### src/core/fpir_cfg.svh
// Constants for the frame and packet inquiry register bank.
`ifndef FPIR_CFG_SVH
`define FPIR_CFG_SVH

// Byte offsets from the custom-format base address.
`define FPIR_OFS_CODING_CAPS 12'h014
`define FPIR_OFS_PIXEL_COUNT 12'h034
`define FPIR_OFS_BYTES_UPPER 12'h038
`define FPIR_OFS_BYTES_LOWER 12'h03C
`define FPIR_OFS_PKT_LIMITS 12'h040
`define FPIR_OFS_PKT_SIZE 12'h044

// Coding identifiers and their bytes per pixel.
`define FPIR_ID_MONO8 8'h00
`define FPIR_ID_MONO16 8'h05
`define FPIR_BPP_MONO8 3'h1
`define FPIR_BPP_MONO16 3'h2

// Capability bits are numbered from the top, so coding n sits at bit 31-n.
`define FPIR_CODING_CAPS 32'h8400_0000

// Packet size step, largest packet and reset packet size.
`define FPIR_PKT_UNIT 16'h0004
`define FPIR_PKT_MAX 16'h1000
`define FPIR_PKT_RESET 16'h1000

// Largest number of packets a frame may need.
`define FPIR_PPF_LIMIT 32'h0000_0FFF

// Quadlet alignment mask and pad.
`define FPIR_QUAD_PAD 64'h0000_0000_0000_0003
`define FPIR_QUAD_MASK 64'hFFFF_FFFF_FFFF_FFFC

`endif

### src/core/fpir_pkg.sv
// Types shared by the frame and packet inquiry register bank.
package fpir_pkg;

  // Recompute sequencer states.
  typedef enum logic [1:0] {
    FPIR_PPF_GO,
    FPIR_PPF_WAIT,
    FPIR_REC_GO,
    FPIR_REC_WAIT
  } fpir_seq_e;

  typedef logic [63:0] fpir_bytes_t;

endpackage : fpir_pkg

### src/core/fpir_div.sv
// Iterative divider that returns the quotient rounded up.
`timescale 1ns/1ps
`default_nettype none

module fpir_div #(
  parameter int W = 64
) (
  input wire logic MCLK,
  input wire logic RST,
  input wire logic START,
  input wire logic [W-1:0] DIVIDEND,
  input wire logic [W-1:0] DIVISOR,
  output logic DONE,
  output logic [W-1:0] QUOTIENT
);

  logic [W-1:0] quo;
  logic [W-1:0] rem;
  logic [W-1:0] dsr;
  logic [$clog2(W+1)-1:0] cnt;
  logic busy;
  logic [W:0] trial;
  logic [W-1:0] next_rem;
  logic take;

  // One restoring step shifts in the next dividend bit and subtracts if it fits.
  assign trial = {rem, quo[W-1]} - {1'b0, dsr};
  assign take = ~trial[W];
  assign next_rem = take ? trial[W-1:0] : {rem[W-2:0], quo[W-1]};

  // Step counter and partial results; a zero divisor yields all ones.
  always_ff @(posedge MCLK or posedge RST)
  begin
    if (RST)
    begin
      quo <= '0;
      rem <= '0;
      dsr <= '0;
      cnt <= '0;
      busy <= 1'b0;
      DONE <= 1'b0;
      QUOTIENT <= '0;
    end
    else
    begin
      DONE <= 1'b0;
      if (START)
      begin
        quo <= DIVIDEND;
        rem <= '0;
        dsr <= DIVISOR;
        cnt <= ($clog2(W+1))'(W);
        busy <= 1'b1;
      end
      else if (busy && cnt != '0)
      begin
        rem <= next_rem;
        quo <= {quo[W-2:0], take};
        cnt <= cnt - 1'b1;
      end
      else if (busy)
      begin
        busy <= 1'b0;
        DONE <= 1'b1;
        QUOTIENT <= (dsr == '0) ? '1 : quo + W'(rem != '0);
      end
    end
  end

endmodule : fpir_div

`default_nettype wire

### src/core/fpir_regs.sv
// Frame size and packet parameter inquiry registers of the custom format.
//
// Notes on behaviour
// Each capability bit reads one for a supported coding identifier and zero otherwise.
// Offset 0x034 reads the full 32-bit pixel count of a frame from the current width and height.
// Total frame bytes are 64 bits, upper quadlet at 0x038 and lower quadlet at 0x03C.
// Total frame bytes track size and coding and count image, padding and appended feature bytes.
// The top half of 0x040 reads the packet size step, which is 4.
// The bottom half of 0x040 reads the largest packet size, which is 4096.
// The top half of 0x044 is the host-written packet size used as payload size.
// A smaller packet size raises the number of packets per frame to match.
// The host keeps packets per frame at or below 4095, else frames go wrong.
// The bottom half of 0x044 is read-only and gives the smallest packet size for top frame rate.
// The recommended packet size is recomputed after every change of the settings.
// Bit 0 of every quadlet is its most significant bit.
// A register sits at the custom-format base plus its byte offset.
// Reads have no side effects and writes to read-only bits are dropped.
`timescale 1ns/1ps
`default_nettype none
`include "fpir_cfg.svh"

module fpir_regs (
  input wire logic MCLK,
  input wire logic RST,
  input wire logic REQ_VALID,
  input wire logic REQ_WRITE,
  input wire logic [11:0] REQ_OFFSET,
  input wire logic [31:0] REQ_WDATA,
  output logic RSP_VALID,
  output logic RSP_ERR,
  output logic [31:0] RSP_RDATA,
  input wire logic [15:0] AOI_WIDTH,
  input wire logic [15:0] AOI_HEIGHT,
  input wire logic [7:0] CODING_ID,
  input wire logic [31:0] EXTRA_BYTES,
  input wire logic [15:0] FRAME_PKT_BUDGET,
  output logic [15:0] PKT_SIZE,
  output logic [31:0] PKTS_PER_FRAME,
  output logic PKT_OVER_LIMIT,
  output fpir_pkg::fpir_bytes_t FRAME_BYTES
);
  import fpir_pkg::*;

  fpir_seq_e state;
  fpir_seq_e next_state;
  logic [15:0] rec_size;
  logic [31:0] pixel_count;
  logic [2:0] bytes_per_pixel;
  fpir_bytes_t image_bytes;
  fpir_bytes_t total_bytes;
  logic div_start;
  logic div_done;
  logic [63:0] div_divisor;
  logic [63:0] div_quot;
  logic [63:0] rec_quad;
  logic [15:0] budget;
  logic [15:0] next_rec;
  logic [31:0] read_mux;
  logic hit;
  logic wr_pkt;

  // Maps an offset to whether it is a register of this bank.
  function automatic logic is_mapped(input logic [11:0] ofs);
    is_mapped = (ofs == `FPIR_OFS_CODING_CAPS) || (ofs == `FPIR_OFS_PIXEL_COUNT) ||
                (ofs == `FPIR_OFS_BYTES_UPPER) || (ofs == `FPIR_OFS_BYTES_LOWER) ||
                (ofs == `FPIR_OFS_PKT_LIMITS) || (ofs == `FPIR_OFS_PKT_SIZE);
  endfunction : is_mapped

  // Frame geometry: pixels, bytes per pixel and padded total with feature bytes.
  assign pixel_count = AOI_WIDTH * AOI_HEIGHT;
  assign bytes_per_pixel = (CODING_ID == `FPIR_ID_MONO16) ? `FPIR_BPP_MONO16 : `FPIR_BPP_MONO8;
  assign image_bytes = 64'(pixel_count) * 64'(bytes_per_pixel);
  assign total_bytes = ((image_bytes + `FPIR_QUAD_PAD) & `FPIR_QUAD_MASK) + 64'(EXTRA_BYTES);

  // Shared divider serves packets per frame and the recommended size in turn.
  assign budget = (FRAME_PKT_BUDGET == 16'h0000) ? `FPIR_PKT_MAX : FRAME_PKT_BUDGET;
  assign div_start = (state == FPIR_PPF_GO) || (state == FPIR_REC_GO);
  assign div_divisor = (state == FPIR_PPF_GO) ? 64'(PKT_SIZE) : 64'(budget);

  fpir_div #(
    .W(64)
  ) u_div (
    .MCLK(MCLK),
    .RST(RST),
    .START(div_start),
    .DIVIDEND(total_bytes),
    .DIVISOR(div_divisor),
    .DONE(div_done),
    .QUOTIENT(div_quot)
  );

  // Recommended size rounds up to the packet step and stays within the maximum.
  assign rec_quad = (div_quot + `FPIR_QUAD_PAD) & `FPIR_QUAD_MASK;
  // An empty frame still recommends one packet step, never a zero size.
  assign next_rec = (rec_quad > 64'(`FPIR_PKT_MAX)) ? `FPIR_PKT_MAX :
                    (rec_quad < 64'(`FPIR_PKT_UNIT)) ? `FPIR_PKT_UNIT : rec_quad[15:0];

  // The sequencer loops forever so every setting change is picked up.
  always_comb
  begin
    next_state = state;
    unique case (state)
      FPIR_PPF_GO: next_state = FPIR_PPF_WAIT;
      FPIR_PPF_WAIT: if (div_done) next_state = FPIR_REC_GO;
      FPIR_REC_GO: next_state = FPIR_REC_WAIT;
      FPIR_REC_WAIT: if (div_done) next_state = FPIR_PPF_GO;
    endcase
  end

  always_ff @(posedge MCLK or posedge RST)
  begin
    if (RST)
      state <= FPIR_PPF_GO;
    else
      state <= next_state;
  end

  // Latch divider results as they come out.
  always_ff @(posedge MCLK or posedge RST)
  begin
    if (RST)
    begin
      PKTS_PER_FRAME <= '0;
      rec_size <= `FPIR_PKT_MAX;
    end
    else if (div_done && state == FPIR_PPF_WAIT)
      PKTS_PER_FRAME <= div_quot[31:0];
    else if (div_done && state == FPIR_REC_WAIT)
      rec_size <= next_rec;
  end

  // Frame bytes and limit flag follow the live settings.
  always_ff @(posedge MCLK or posedge RST)
  begin
    if (RST)
    begin
      FRAME_BYTES <= '0;
      PKT_OVER_LIMIT <= 1'b0;
    end
    else
    begin
      FRAME_BYTES <= total_bytes;
      PKT_OVER_LIMIT <= PKTS_PER_FRAME > `FPIR_PPF_LIMIT;
    end
  end

  // Only the top half of the packet size quadlet takes writes.
  assign hit = is_mapped(REQ_OFFSET);
  assign wr_pkt = REQ_VALID && REQ_WRITE && (REQ_OFFSET == `FPIR_OFS_PKT_SIZE);

  always_ff @(posedge MCLK or posedge RST)
  begin
    if (RST)
      PKT_SIZE <= `FPIR_PKT_RESET;
    else if (wr_pkt)
      PKT_SIZE <= REQ_WDATA[31:16];
  end

  // Read selection; fields named from bit 0 sit in the upper half.
  assign read_mux =
    (REQ_OFFSET == `FPIR_OFS_CODING_CAPS) ? `FPIR_CODING_CAPS :
    (REQ_OFFSET == `FPIR_OFS_PIXEL_COUNT) ? pixel_count :
    (REQ_OFFSET == `FPIR_OFS_BYTES_UPPER) ? total_bytes[63:32] :
    (REQ_OFFSET == `FPIR_OFS_BYTES_LOWER) ? total_bytes[31:0] :
    (REQ_OFFSET == `FPIR_OFS_PKT_LIMITS) ? {`FPIR_PKT_UNIT, `FPIR_PKT_MAX} :
    (REQ_OFFSET == `FPIR_OFS_PKT_SIZE) ? {PKT_SIZE, rec_size} : 32'h0000_0000;

  // Every access is answered one cycle later; reads change no state.
  always_ff @(posedge MCLK or posedge RST)
  begin
    if (RST)
    begin
      RSP_VALID <= 1'b0;
      RSP_ERR <= 1'b0;
      RSP_RDATA <= '0;
    end
    else
    begin
      RSP_VALID <= REQ_VALID;
      RSP_ERR <= REQ_VALID && !hit;
      RSP_RDATA <= (REQ_VALID && !REQ_WRITE) ? read_mux : 32'h0000_0000;
    end
  end

  // Operands of the running packets-per-frame divide, kept for its check.
  logic [63:0] ppf_total;
  logic [15:0] ppf_size;

  always_ff @(posedge MCLK or posedge RST)
  begin
    if (RST)
    begin
      ppf_total <= '0;
      ppf_size <= '0;
    end
    else if (state == FPIR_PPF_GO)
    begin
      ppf_total <= total_bytes;
      ppf_size <= PKT_SIZE;
    end
  end
endmodule : fpir_regs

`default_nettype wire

### config.mk
export PLATFORM = sky130hd
export DESIGN_NAME = fpir_regs
export DESIGN_NICKNAME = d
export VERILOG_FILES = /design/src/core/fpir_pkg.sv /design/src/core/fpir_div.sv /design/src/core/fpir_regs.sv
export VERILOG_INCLUDE_DIRS = /design/src /design/src/core
export SDC_FILE = /design/constraint.sdc
export NUM_CORES = 2
export LEC_CHECK = 0
export ABC_AREA = 1
export BUFFER_PORTS_ARGS = -buffer_cell sky130_fd_sc_hd__buf_2
export CAP_MARGIN = 20
export CORE_MARGIN = 8
export CORE_UTILIZATION = 40
export CTS_CLUSTER_SIZE = 16
export DETAILED_ROUTE_END_ITERATION = 16
export SLEW_MARGIN = 20
export SYNTH_ARGS = -nofsm -noshare
export SYNTH_HDL_FRONTEND = slang
export SYNTH_SLANG_ARGS = --single-unit
### constraint.sdc
create_clock -name MCLK -period 15 [get_ports MCLK]
set_input_delay 1.5 -clock MCLK [delete_from_list [all_inputs] [get_ports MCLK]]
set_output_delay 1.5 -clock MCLK [all_outputs]
set_load 0.02 [all_outputs]
Word-level counts from Yosys, hierarchy flattened
Cells that the tools add are included.
W data, S select, Z words.

word-level totals
  bits in registers = 402
  latch bits = 0
  bits in writable memories = 0
  bits in read-only memories = 0
  output and inout port bits = 147
  logic and storage cells = 96
  memories = 0

cells by class
  $add $sub $neg = 6
  $mul = 2
  div/mod/pow operators = 0
  magnitude comparators = 3
  equality and inequality tests = 13
  shifts and indexed selects = 0
  mux-type cells = 28
  bitwise logic cells = 4
  reduce and logical (&&, ||, !) cells = 24

operators with widths
  kind                     count
  $mux W64                 6
  $mux W32                 7
  $sub A65 B64 Y65         1
  $add A64 B1 Y64          1
  $add A64 B2 Y64 const B  1
  $gt A64 B13 Y1 const B   1
  $logic_not A64 Y1        1
  $lt A64 B3 Y1 const B    1
  $mux W16                 4
  $reduce_bool A64 Y1      1
  $add A35 B32 Y36         1
  $eq A12 B6 Y1 const B    3
  $add A34 B2 Y35 const B  1
  $mul A32 B2 Y34          1
  $gt A32 B12 Y1 const B   1
  $mul A16 B16 Y32         1
  $eq A12 B7 Y1 const B    2
  $logic_not A16 Y1        1
  $mux W7                  2
  $eq A12 B5 Y1 const B    1
  $eq A8 B3 Y1 const B     1
  $pmux W2 S4              1
  $logic_and A1 B1 Y1      7
  $reduce_bool A7 Y1       1
  14 further kinds         32

Logic depth before layout (Yosys ltp)
  depth in word-level cells = 10
  depth in mapped cells = 49
  gate-level depth less buffers = 47

Hierarchy
Synthesis repeated with hierarchy kept, for this count alone.

unflattened totals
  cell total of the unflattened synthesis = 6042
  area, all modules = 39964.6 um^2

by module, submodules not included
  module     instances  cells an instance  area an instance (um^2)  sequential area each (um^2)
  fpir_regs  1          2966               20507.2                  3355.7
  fpir_div   1          3076               19457.4                  6631.4

Least setup slack after synthesis
No wires, ideal clock.

  path kind = input to register
  from = input AOI_HEIGHT[3]
  to = register RSP_RDATA[27]
  setup time = 0.132 ns
  data arrival time = 8.831 ns
  path slack = 6.037 ns
  stages on the path = 38
  path buffers = 2
  cell sequence = clkbuf_1 -> clkbuf_1 -> nand2_1 -> fa_1 -> fa_1 -> fa_1 -> fa_1 -> inv_1 -> fa_1 -> inv_1 -> fa_1 -> inv_1 -> ha_1 -> nand2_1 -> nor2_2 -> nand3_1 -> nand3_1 -> nand2_1 -> [... 2 more ...] -> nor2_2 -> nand3_1 -> nor4_1 -> xor2_1 -> inv_1 -> ha_1 -> a21oi_1 -> o21ai_0 -> a21oi_1 -> nand2_1 -> a21oi_1 -> o21ai_1 -> a21oi_1 -> o21bai_1 -> xnor2_1 -> inv_1 -> o21ai_0 -> a21oi_1

between the ends
  longest elaborated chain between the ends = 9

ends and longest elaborated chain
  element                           RTL line          source
  start: declaration                fpir_regs.sv:33   input wire logic [15:0] AOI_HEIGHT,
  $mul A16 B16 Y32                  fpir_regs.sv:70   assign pixel_count = AOI_WIDTH * AOI_HEIGHT;
  $mul A32 B2 Y34                   fpir_regs.sv:72   assign image_bytes = 64'(pixel_count) * 64'(bytes_per_pixel);
  $add A34 B2 Y35 (no source line)  n/a
  $add A35 B32 Y36                  fpir_regs.sv:73   assign total_bytes = ((image_bytes + `FPIR_QUAD_PAD) & `FPIR_QUAD_MASK) + 64'(EXTRA_BYTES);
  via total_bytes[27]               fpir_regs.sv:50   fpir_bytes_t total_bytes;
  $mux W32                          fpir_regs.sv:164  (REQ_OFFSET == `FPIR_OFS_BYTES_LOWER) ? total_bytes[31:0] :
  $mux W32                          fpir_regs.sv:163  (REQ_OFFSET == `FPIR_OFS_BYTES_UPPER) ? total_bytes[63:32] :
  $mux W32                          fpir_regs.sv:162  (REQ_OFFSET == `FPIR_OFS_PIXEL_COUNT) ? pixel_count :
  $mux W32                          fpir_regs.sv:161  (REQ_OFFSET == `FPIR_OFS_CODING_CAPS) ? `FPIR_CODING_CAPS :
  $mux W32                          fpir_regs.sv:181  RSP_RDATA <= (REQ_VALID && !REQ_WRITE) ? read_mux : 32'h0000_0000;
  end signal: assignment            fpir_regs.sv:181
  end: declaration                  fpir_regs.sv:31   output logic [31:0] RSP_RDATA,

The timed path passes the listed nets, and every way through them passes these cells.
A chain may end at the register's enable or synchronous reset.

Final worst setup path
  from = input AOI_WIDTH[9]
  to = register RSP_RDATA[21]

between the ends
  longest elaborated chain between the ends = 9

ends and longest elaborated chain
  element                           RTL line          source
  start: declaration                fpir_regs.sv:32   input wire logic [15:0] AOI_WIDTH,
  $mul A16 B16 Y32                  fpir_regs.sv:70
  $mul A32 B2 Y34                   fpir_regs.sv:72
  $add A34 B2 Y35 (no source line)  n/a
  $add A35 B32 Y36                  fpir_regs.sv:73
  via total_bytes[21]               fpir_regs.sv:50
  $mux W32                          fpir_regs.sv:164
  $mux W32                          fpir_regs.sv:163
  $mux W32                          fpir_regs.sv:162
  $mux W32                          fpir_regs.sv:161
  $mux W32                          fpir_regs.sv:181

The timed path passes the listed nets, and every way through them passes these cells.

==> metrics <==
hold_ws=0.473 ns; Total Wirelength=106 mm; DR iter-0 viols=2,348; CTS Buffer Depth=3; Synth Cell Area=32,600 sq um; Rel. slew slack=0.313; placed cells=5,763; Startpoint Class=input pin; Synth area leaders=dfrtp_1 (27%), nand2_1 (12%), fa_1 (12%), inv_1 (11%), ha_1 (6.3%); arrival time at the worst endpoint=10.55 ns; leading area contributor after synthesis=dfrtp_1; critical path class=input pin to flop; Initial Util=0.404; RSZ-0062 raised after global routing=false; Area Overhead vs Synth=11.1%; FFs w/ async S/R, synth=1.00; drt pass-1 iters=6; Post-Layout Cell Count=5,846; Avg Vias per Cell=5.14; Critical Path Slowest Stage Cell=nor4_1; drc violations=0; vias in the first global route=29,500; hold buffer count at CTS=0; gr ovfl total=0; I/O pins=283; CP max FO=16; Syn Area/Cell=7.12 sq um; total core area=80,700 sq um; max-cap violations=0; largest net degree at the start of global routing=91; CTS Buf Count=44; outcome=finished clean; gr usage total=0.230; post_cts resized=0; Setup TNS=0 ns; global-route wire length before repair=166 mm; Die Ht=302 um; Fill cells=8,418; CTS tree=built; area of the multi-input gates=19,700 sq um; Top FF cell, synth=dfrtp_1; Slew Viols, Final=0; final layout net count=5,245; port bufs=237; H-tree levels=2; die area=91,000 sq um; f_max=0.0988 GHz; endpoints failing setup=0; Yosys cell types=70; Period minus WS final=10.12 ns; Post-Syn Instances=4,585; FP Rows=104; register area=8790 sq um; Max stage delay on crit path=0.65 ns; DP HPWL=86.0 mm; worst skew pair latency=0.61 ns; EDFF count, synth=0; period utilisation layout=0.674; min-delay worst type=flop to flop; Final Hold Viols=0; initial antenna violation count=5; Yosys top cell area share=0.268; Yosys reg bits=351; Routed Antenna Nets=0; Worst-Margin Slew=1.03 ns; Root Driver=clkbuf_16; yosys warns=0; register area share after synthesis=0.269; GP Congestion=0.946; Top cell by count, worst path=fa_1; Worst Setup End Kind=flop; postcts setup bufs=0; WP data required=15.44 ns; die width=302 um; via count=30,100; layout cell share with drive strength beyond 1=0.0968; DR WL/cell=18.2 um; Worst Clk Skew=0.0458 ns; CTS clock-pin slew for the worst setup and hold paths=0.05 ns; Sink Count=351
==> critical path, delay by kind of cell <==
| family | cells | cell delay [ns] |
|---|---|---|
| AO/OA/AOI/OAI | 8 | 1.63 |
| AND/OR/NAND/NOR | 11 | 2.16 |
| XOR/XNOR | 2 | 0.82 |
| adder cells (fa/ha/maj) | 8 | 3.79 |
| buffers and inverters | 5 | 0.62 |
==> path summary, 6_finish.rpt <==
path | start | end | slack [ns] | depth (start not counted)
min in group asynchronous | RST | PKTS_PER_FRAME[9] | 0.99 | 2
max in group asynchronous | RST | PKT_SIZE[13] | 11.78 | 4
worst min-delay path | rec_size[13] | rec_size[13] | 0.47 | 2
worst max-delay path | AOI_WIDTH[9] | RSP_RDATA[21] | 4.88 | 34
worst max register to register | state[0] | u_div.QUOTIENT[22] | 9.40 | 18
worst min register to register | rec_size[13] | rec_size[13] | 0.47 | 2
==> flip-flops by register name, indices dropped and copies added, names as in the netlist <==
name / cells
FRAME_BYTES: 35
PKTS_PER_FRAME: 32
PKT_OVER_LIMIT: 1
PKT_SIZE: 16
RSP_ERR: 1
RSP_RDATA: 32
RSP_VALID: 1
rec_size: 14
state: 2
u_div.DONE: 1
u_div.QUOTIENT: 64
u_div.busy: 1
u_div.cnt: 7
u_div.dsr: 16
u_div.quo: 64
u_div.rem: 64
==> cell usage after synthesis, types with 83 or more instances <==
cell type     n
a21oi_1     196
clkbuf_1    126
dfrtp_1     349
fa_1        197
ha_1        163
inv_1       930
nand2_1    1076
nand3_1     222
nor2_1      404
nor3_1       83
o21ai_0     199
xor2_1       86
==> through the flow <==
stage | cell area, sq um | setup slack, ns | util
after CTS | 36200 | 5.09 | 0.449
after global placement | 34700 | 4.57 | 0.430
after floorplan | 32700 | 3.77 | -
final | 36200 | 4.88 | 0.449
after detailed placement | 34700 | 4.50 | 0.430
after global routing | 36200 | 4.36 | 0.449
==> placed cells by master, fill, tap and decap left out, drive strengths merged, types with 13 or more instances in the layout <==
cell,instances
ha,163
or2,15
o21ai,219
buf,257
inv,944
nand4,65
conb,33
clkinv,18
nor3,93
a21oi,197
xnor2,27
o22ai,41
nor2,433
nor4,48
a22oi,32
nand3b,13
mux2,17
nand3,237
o211ai,27
xor2,88
clkbuf,59
nand2,1087
fa,197
dfrtp,349
o221ai,34
a31oi,20
==> area by class of cell <==
cell class,count,share of cell area
Clock inverter,22,0.00894
Tap cell,1060,0.0366
Multi-Input combinational cell,3146,0.542
Clock buffer,59,0.0341
Timing Repair Buffer,257,0.0369
Sequential cell,351,0.242
Antenna cell,2,0.000138
Inverter,949,0.0985
==> per-layer routing <==
layer,share of wire,track usage
met5,0,0
met4,0.022,0.0547
met3,0.070,0.0348
met2,0.45,0.374
met1,0.46,0.323
==> cells by family after synthesis <==
kind of cell             synth area share
flip-flops                          0.269
AND/OR/NAND/NOR                     0.267
AO/OA/AOI/OAI                       0.110
multiplexers                      0.00587
buffers and inverters               0.132
XOR/XNOR                           0.0313
other                            0.000115
adder cells (fa/ha/maj)             0.183
Power is not shown: default switching activity piles up to over one toggle a cycle in this logic, so the estimate is an artifact.
